--- src/hdl/aoxu_pkg.sv ---
// Package for the accumulator OR/XOR unit: constants, types and behaviour notes.
// Notes on behaviour
// - Sixteen-bit OR low accumulator with memory word
// - Zero flag follows every union result
// - Double forms: sign flag is result bit 31
// - Other forms: flag marks zero load value
// - Flags hold until next writing instruction
// - Double OR with word pair or constant
// - Bit-range OR, 1 to 32 low bits
// - Bit range: start address plus bit count
// - Stack union ORs accumulator with stack top
// - Stack union pops; entries shift up one
// - Sixteen-bit XOR low accumulator with word
// - Double XOR with word pair or constant
package aoxu_pkg;
  localparam int AOXU_ACC_W = 32;
  localparam int AOXU_STK_DEPTH = 8;
  localparam int AOXU_STK_IDX_W = 3;
  localparam int AOXU_CNT_W = 6;
  localparam int AOXU_ADDR_W = 11;
  localparam logic [AOXU_CNT_W-1:0] AOXU_CNT_MIN = 6'h01;
  localparam logic [AOXU_CNT_W-1:0] AOXU_CNT_MAX = 6'h20;
  localparam logic [AOXU_ADDR_W-1:0] AOXU_IO_MAX = 11'h1FF;
  localparam logic [AOXU_ADDR_W-1:0] AOXU_RELAY_MAX = 11'h3FF;
  localparam logic [AOXU_ADDR_W-1:0] AOXU_TIMER_MAX = 11'h0FF;
  localparam logic [AOXU_ACC_W-1:0] AOXU_ACC_RST = 32'h0000_0000;
  localparam logic [AOXU_ACC_W-1:0] AOXU_K_MAX = 32'h0FFF_FFFF;

  typedef enum logic [3:0] {
    AOXU_OP_NONE, AOXU_OP_OR, AOXU_OP_OR_DBL, AOXU_OP_OR_RANGE, AOXU_OP_ORS,
    AOXU_OP_XOR, AOXU_OP_XOR_DBL, AOXU_OP_LOAD, AOXU_OP_PUSH
  } aoxu_op_t;

  typedef enum logic [1:0] {
    AOXU_AREA_IO, AOXU_AREA_RELAY, AOXU_AREA_TIMER, AOXU_AREA_OTHER
  } aoxu_area_t;

  typedef struct packed {
    aoxu_op_t op;
    logic [AOXU_ACC_W-1:0] operand;
    logic [AOXU_CNT_W-1:0] bit_count;
    logic [AOXU_ADDR_W-1:0] bit_start;
    aoxu_area_t area;
  } aoxu_cmd_t;

  typedef struct packed {
    logic [AOXU_ACC_W-1:0] acc;
    logic [AOXU_STK_DEPTH-1:0][AOXU_ACC_W-1:0] stack;
    logic zero_result_flag;
    logic sign_or_load_zero_flag;
    logic done;
    logic range_error;
  } aoxu_state_t;
endpackage

--- src/hdl/aoxu_unit.sv ---
// Accumulator OR/XOR datapath with stack and status flags.
`timescale 1ns/10ps
`default_nettype none
module aoxu_unit import aoxu_pkg::*; (
  input wire logic clk_sys_in, // 250 MHz instruction clock
  input wire logic rst_in, // Async reset, active high
  input wire logic cmd_valid_in, // One-cycle instruction strobe
  input wire aoxu_cmd_t cmd_in, // Instruction and operand
  output logic [AOXU_ACC_W-1:0] acc_out, // Accumulator
  output logic [AOXU_ACC_W-1:0] stack_top_out, // Stack first level
  output logic zero_result_flag_out, // Result zero
  output logic sign_or_load_zero_flag_out, // Sign or loaded-zero
  output logic done_out, // Instruction executed pulse
  output logic range_error_out // Bit-range operand refused pulse
);
  aoxu_state_t st, next_st;

  // Mask of the low count bits; count 32 gives all ones
  function automatic logic [AOXU_ACC_W-1:0] low_mask(input logic [AOXU_CNT_W-1:0] n);
    logic [AOXU_ACC_W:0] m;
    m = ({{AOXU_ACC_W{1'b0}}, 1'b1} << n) - {{AOXU_ACC_W{1'b0}}, 1'b1};
    return m[AOXU_ACC_W-1:0];
  endfunction

  // Last bit touched by the run must stay within the area's address span
  function automatic logic range_ok(input aoxu_cmd_t c);
    logic [AOXU_ADDR_W:0] last;
    logic [AOXU_ADDR_W-1:0] lim;
    last = {1'b0, c.bit_start} + {{(AOXU_ADDR_W+1-AOXU_CNT_W){1'b0}}, c.bit_count}
      - {{AOXU_ADDR_W{1'b0}}, 1'b1};
    if (c.area == AOXU_AREA_IO) begin
      lim = AOXU_IO_MAX;
    end else if (c.area == AOXU_AREA_RELAY) begin
      lim = AOXU_RELAY_MAX;
    end else if (c.area == AOXU_AREA_TIMER) begin
      lim = AOXU_TIMER_MAX;
    end else begin
      lim = AOXU_IO_MAX;
    end
    return (c.bit_count >= AOXU_CNT_MIN) && (c.bit_count <= AOXU_CNT_MAX)
      && (last <= {1'b0, lim});
  endfunction

  always_comb begin
    logic [AOXU_ACC_W-1:0] res;
    logic wr;
    res = st.acc;
    wr = 1'b0;
    next_st = st;
    next_st.done = 1'b0;
    next_st.range_error = 1'b0;
    if (cmd_valid_in) begin
      case (cmd_in.op)
        AOXU_OP_OR: begin
          // Upper half left alone by the 16-bit form
          res = {st.acc[31:16], st.acc[15:0] | cmd_in.operand[15:0]};
          wr = 1'b1;
        end
        AOXU_OP_XOR: begin
          res = {st.acc[31:16], st.acc[15:0] ^ cmd_in.operand[15:0]};
          wr = 1'b1;
        end
        AOXU_OP_OR_DBL: begin
          res = st.acc | cmd_in.operand;
          wr = 1'b1;
        end
        AOXU_OP_XOR_DBL: begin
          res = st.acc ^ cmd_in.operand;
          wr = 1'b1;
        end
        AOXU_OP_OR_RANGE: begin
          // Operand carries the gathered bits, lowest address in bit 0
          if (range_ok(cmd_in)) begin
            res = st.acc | (cmd_in.operand & low_mask(cmd_in.bit_count));
            wr = 1'b1;
          end else begin
            next_st.range_error = 1'b1;
          end
        end
        AOXU_OP_ORS: begin
          res = st.acc | st.stack[0];
          wr = 1'b1;
          for (int i = 0; i < AOXU_STK_DEPTH - 1; i++) begin
            next_st.stack[i] = st.stack[i+1];
          end
          next_st.stack[AOXU_STK_DEPTH-1] = AOXU_ACC_RST;
        end
        AOXU_OP_LOAD: begin
          next_st.acc = cmd_in.operand;
          next_st.sign_or_load_zero_flag = (cmd_in.operand == AOXU_ACC_RST);
          next_st.done = 1'b1;
        end
        AOXU_OP_PUSH: begin
          // Load that pushes the old accumulator down one level
          for (int i = AOXU_STK_DEPTH - 1; i > 0; i--) begin
            next_st.stack[i] = st.stack[i-1];
          end
          next_st.stack[0] = st.acc;
          next_st.acc = cmd_in.operand;
          next_st.sign_or_load_zero_flag = (cmd_in.operand == AOXU_ACC_RST);
          next_st.done = 1'b1;
        end
        default: begin
          wr = 1'b0;
        end
      endcase
      if (wr) begin
        next_st.acc = res;
        next_st.done = 1'b1;
        next_st.zero_result_flag = (res == AOXU_ACC_RST);
        if (cmd_in.op == AOXU_OP_OR_DBL || cmd_in.op == AOXU_OP_XOR_DBL) begin
          next_st.sign_or_load_zero_flag = res[AOXU_ACC_W-1];
        end
      end
    end
  end

  always_ff @(posedge clk_sys_in or posedge rst_in) begin
    if (rst_in) begin
      st <= '0;
    end else begin
      st <= next_st;
    end
  end

  assign acc_out = st.acc;
  assign stack_top_out = st.stack[0];
  assign zero_result_flag_out = st.zero_result_flag;
  assign sign_or_load_zero_flag_out = st.sign_or_load_zero_flag;
  assign done_out = st.done;
  assign range_error_out = st.range_error;
endmodule
`default_nettype wire

--- config.mk ---
export PLATFORM = sky130hd
export DESIGN_NAME = aoxu_unit
export DESIGN_NICKNAME = d
export VERILOG_FILES = /design/src/hdl/aoxu_pkg.sv /design/src/hdl/aoxu_unit.sv
export SDC_FILE = /design/constraint.sdc
export NUM_CORES = 1
export LEC_CHECK = 0
export ABC_AREA = 1
export BUFFER_PORTS_ARGS = -buffer_cell sky130_fd_sc_hd__buf_2
export CORE_ASPECT_RATIO = 0.5
export CORE_MARGIN = 2
export CORE_UTILIZATION = 35
export CTS_BUF_LIST = sky130_fd_sc_hd__clkbuf_2
export DETAILED_ROUTE_END_ITERATION = 10
export PLACE_DENSITY = 0.57
export SLEW_MARGIN = 10
export SYNTH_ARGS = -nofsm -noshare
export SYNTH_HDL_FRONTEND = slang
export SYNTH_SLANG_ARGS = --single-unit
--- constraint.sdc ---
create_clock -name clk_sys_in -period 17.01 [get_ports clk_sys_in]
set_clock_uncertainty 0.2 [all_clocks]
set_input_delay 0.8505 -clock clk_sys_in [delete_from_list [all_inputs] [get_ports clk_sys_in]]
set_output_delay 0.8505 -clock clk_sys_in [all_outputs]
set_load 0.01 [all_outputs]
# Word-level counts from Yosys, hierarchy flattened
# Cells that the tools add are included.
# op_classes
add_sub_neg	3
n_lt_le_gt_ge	3
eq_ne	10
shifts	1
mux	20
bitwise	7
n_reduce_logical	13
# op_table
operator	n
$pmux 256 s2	1
$pmux 32 s6	1
$mux 32	4
$or 32x32->32	3
$logic_not 32->1	2
$and 32x32->32	1
$shl 1x6->32 const A	1
$sub 32x1->32 const B	1
$xor 32x32->32	1
$mux 11	2
$mux 10	2
$eq 4x3->1 const B	4
$or 16x16->16	1
$xor 16x16->16	1
$add 11x6->12	1
$le 12x11->1	1
$sub 12x1->12 const B	1
$mux 9	1
$eq 4x2->1 const B	2
$ge 6x1->1 const B	1
$le 6x6->1 const B	1
$mux 2	3
$reduce_and 2->1	3
$mux 1	5
other kinds (11)	13
# totals
register_bits	292
out_inout_bits	68
elab_cells	70

# Longest topological paths before layout
# logic_depth
depth_word	14
mapped_depth	31
ltp_nobuf	29

# Least setup slack after synthesis
# Ideal clock, no wire load.
# synth_path
kind	input-to-reg
startpoint	input port cmd_in[14] in the netlist's numbering
endpoint	register st (netlist bit acc_out[31])
arrival_time_ns	4.248
required_ns	16.685
slack_ns	12.436
stages	27
n_path_buf	2
cell_sequence	buf_2 -> inv_2 -> ha_1 -> inv_1 -> ha_1 -> fa_1 -> nand2_1 -> nand3_1 -> nand3_1 -> nand2_1 -> a31oi_1 -> xnor2_1 -> ha_1 -> nand3b_1 -> nor2_1 -> nand2_1 -> nor2_1 -> nand3_1 -> nand2_1 -> nand2_2 -> buf_2 -> o21ai_1 -> o21ai_1 -> nor2_1 -> inv_1 -> o21ai_0 -> o21ai_1
# synth_via
elab_chain_cells	9
# synth_lines
item	line	source
from (decl)	aoxu_unit.sv:8	input wire aoxu_cmd_t cmd_in,
$add 11x6->12	aoxu_unit.sv:29	last = {1'b0, c.bit_start} + {{(AOXU_ADDR_W+1-AOXU_CNT_W){1'b0}}, c.bit_count}
$sub 12x1->12	aoxu_unit.sv:30	- {{AOXU_ADDR_W{1'b0}}, 1'b1};
$le 12x11->1	aoxu_unit.sv:41	&& (last <= {1'b0, lim});
$logic_and 1x1->1	aoxu_unit.sv:41	
$mux 1	aoxu_unit.sv:73	if (range_ok(cmd_in)) begin
$pmux 1 s2	aoxu_unit.sv:53	case (cmd_in.op)
$mux 1	aoxu_unit.sv:52	if (cmd_valid_in) begin
$reduce_bool 2->1 (no source line)	-	
$reduce_and 2->1 (no source line)	-	
to (signal assigned)	aoxu_unit.sv:122	st <= next_st;
to (decl)	aoxu_unit.sv:16	aoxu_state_t st, next_st;
# Parallel ways exist; a longest one is shown, timed or not. The select of a mux whose other input is x is not followed.
# A chain may end at the register's enable or synchronous reset.

# Worst setup path after layout
# layout_path
startpoint	input port cmd_in[53] in the netlist's numbering
endpoint	register st[167] in the netlist's numbering
# layout_via
elab_chain_cells	3
# layout_lines
item	line
$eq 4x4->1 or $eq 4x3->1 (tied branches)	aoxu_unit.sv:53
$reduce_bool 2->1 (no source line)	-
$reduce_and 2->1 (no source line)	-
# Parallel ways exist; a longest one is shown, timed or not.

==> flow_summary.yaml <==
floorplan:
  initial_core_util: 0.356
  ios: 126
  die_x_um: 324
  die-area_um2: 53100
  coreArea_um2: 50400
  fp-row-count: 58
  fp.dieH_um: 164
routing:
  wl_per_cell_um: 16.4
  drc: 0
  drt-pass1-iter-count: 8
  vias: 16108
  drt_iter0_drc: 1790
  ant_nets: 0
  finalWirelength_mm: 51.3
  viasPerCell: 5.15
logic_synthesis:
  synth-main-ff-cell: "dfrtp_1"
  synthArstFlopShare: 1.00
  syn_nets: 2474
  synth-seq-area-share: 0.408
  syn_area_per_cell_um2: 7.53
  syn_inst: 2380
  ys_types: 45
  yosys_warnings: 0
  synth-edff-count: 0
  synth-seq-cells: 292
  syn-cell-area_um2: 17900
clock_tree:
  post_cts_resize_count: 0
  cts_tree: "done"
  hold_buffers: 4
  clockBufferDepth: 3
  post_cts_buffers: 0
  root_buffer: "clkbuf_2"
  cts_sinks: 292
  cts-buffers-inserted: 78
  path_clk_slew_ps: 90
  clk_latency_ps: 960
  htreeDepth: 3
placement:
  placed_cell_area_um2: 18400
  gp_congestion: 0.943
  port-buffer-count: 125
  dp_hpwl_mm: 34.5
sta:
  setup_viol_count_final: 0
  slew_headroom: 0.223
  layout_min_cycle_time_ps: 4930
  tightestPinTransition_ps: 1160
  final.period_utilization: 0.290
  setup_tns_ps: 0
  final_max_slew_viol_count: 0
  final_hold_viol_count: 0
  max_freq_mhz: 203
  rsz0062_at_grt: "no"
finish:
  design_area_um2: 19100
  area_growth_pct: 6.69
  final_common_cell: "nand2_1"
  fin_nets: 2486
  drive_above_1_share: 0.126
  final_cell_mix: "424 x nand2_1, 397 x inv_1, 292 x dfrtp_1"
critical_path:
  rr_endpoint: "zero_result_flag_out$_DFFE_PP0P_"
  crit_type: "in -> reg"
  rr_startpoint: "acc_out[7]$_DFFE_PP0P_"
  critPathArrivalTime_ps: 5580
  crit_path_end_kind: "register"
  r2r_slack_ps: 14620
  cp_max_fo: 140
  startpoint_type: "input pin"
  crit_required_ps: 17660
  rr_worst_depth: 11
  endpoint: "st[167]$_DFFE_PP0P_"
  crit_start: "cmd_in[53]"
power:
  p_total_mw: 1.98
  irDropWorstVdd_mv: 0.0380
  leakage_nw: 9.00
  powerDensity_nw_per_um2: 104
worst_hold_path:
  hold_class: "in -> reg"
  holdCritStartpoint: "cmd_in[46]"
run_status:
  status: "finished, final reports clean"
global_route:
  grt_max_degree: 219
  grtUsageTotal: 0.190
  grt_pass1_vias: 14506
  grt_pass1_wl_mm: 80.5
  overflow: 0
  antenna_found_initial: 4
flow_run:
  drv_cap: 0
synth_stat cells (3+ instances only):
library cell	count	area [um2]
clkbuf_1	87	327
a21oi_1	54	270
nor2_4	8	90.1
buf_6	4	45.0
a31oi_1	20	125
nor2_1	120	450
nand2_1	425	1600
o211ai_1	225	1690
xnor2_1	3	26.3
o22ai_1	56	350
dfrtp_1	292	7310
a221oi_1	29	254
nand4_1	27	169
nor4_1	4	25.0
buf_4	65	488
ha_1	35	438
inv_2	12	45.0
inv_1	398	1490
o21ai_1	27	135
nand2_2	8	50.1
nor3_1	13	65.1
nand3_1	96	480
o21ai_0	288	1440
buf_2	50	250
nor2_2	7	43.8
state kept, by name (all words and copies together), names as in the netlist:
register                    count
range_error_out                 1
acc_out                        32
done_out                        1
st                            224
sign_or_load_zero_flag_out      1
stack_top_out                  32
zero_result_flag_out            1
worst max-delay path: stages:
cell	delay, ps
buf_2	410
nand2_1	230
nor2_4	770
inv_1	210
a21oi_4	180
buf_4	870
buf_6	760
buf_4	850
o211ai_1	160
o21ai_0	140
kinds of logic after synthesis:
family / synth area share
simple gates: 0.174
compound gates: 0.241
buf+inv: 0.149
flops: 0.408
fa+ha+maj: 0.0256
xor+xnor: 0.00196
routing by layer:
layer  global-route usage  vias up  share of wire  wire length (um)
li1                     -     7985              -                 -
met1                0.287     7477           0.50             25400
met2                0.267      520           0.41             21200
met3               0.0319      126          0.058              2950
met4               0.0755        0          0.033              1680
met5                    0        -              0                 0
cell type report:
cell class / count / area, um2
diodes: 3 / 7.51
clock buffers: 111 / 556
clock inverters: 11 / 85.1
fillers: 5412 / 31300
inverters: 411 / 1560
multi-input cells: 1469 / 7960
flip-flops and latches: 292 / 7310
well taps: 690 / 863
repair buffers: 140 / 777
how the worst min path moves through the flow:
| stage | to | slack (ps) | cells after the start |
|---|---|---|---|
| 3_5_place_dp | zero_result_flag_out$_DFFE_PP0P_ | 290 | 2 |
| 6_report | acc_out[27]$_DFFE_PP0P_ | 90 | 3 |
| 2_1_floorplan | st[228]$_DFFE_PP0P_ | 300 | 2 |
| 4_1_cts | acc_out[27]$_DFFE_PP0P_ | 1 | 3 |
| 5_1_grt | acc_out[27]$_DFFE_PP0P_ | 20 | 3 |
| 3_3_place_gp | zero_result_flag_out$_DFFE_PP0P_ | 260 | 2 |
per-stage QoR:
step | hold WS [ps] | util | std cells | setup WS [ps]
after global placement | 264 | 0.366 | 2998 | 11050
after global routing | 23.0 | 0.379 | 3127 | 11710
after floorplan | 303 | - | 2380 | 7900
final | 90.0 | 0.379 | 3127 | 12080
after detailed placement | 290 | 0.366 | 2998 | 10910
after CTS | 1.00 | 0.379 | 3124 | 11970
power by group:
| group | leakage (nW) | switching, mW | internal (mW) |
|---|---|---|---|
| sequential | 3.41 | 0.116 | 0.863 |
| combinational | 5.10 | 0.343 | 0.169 |
| clock | 0.497 | 0.301 | 0.188 |
| total | 9.00 | 0.760 | 1.22 |
Power figures use the tool's default switching activity.
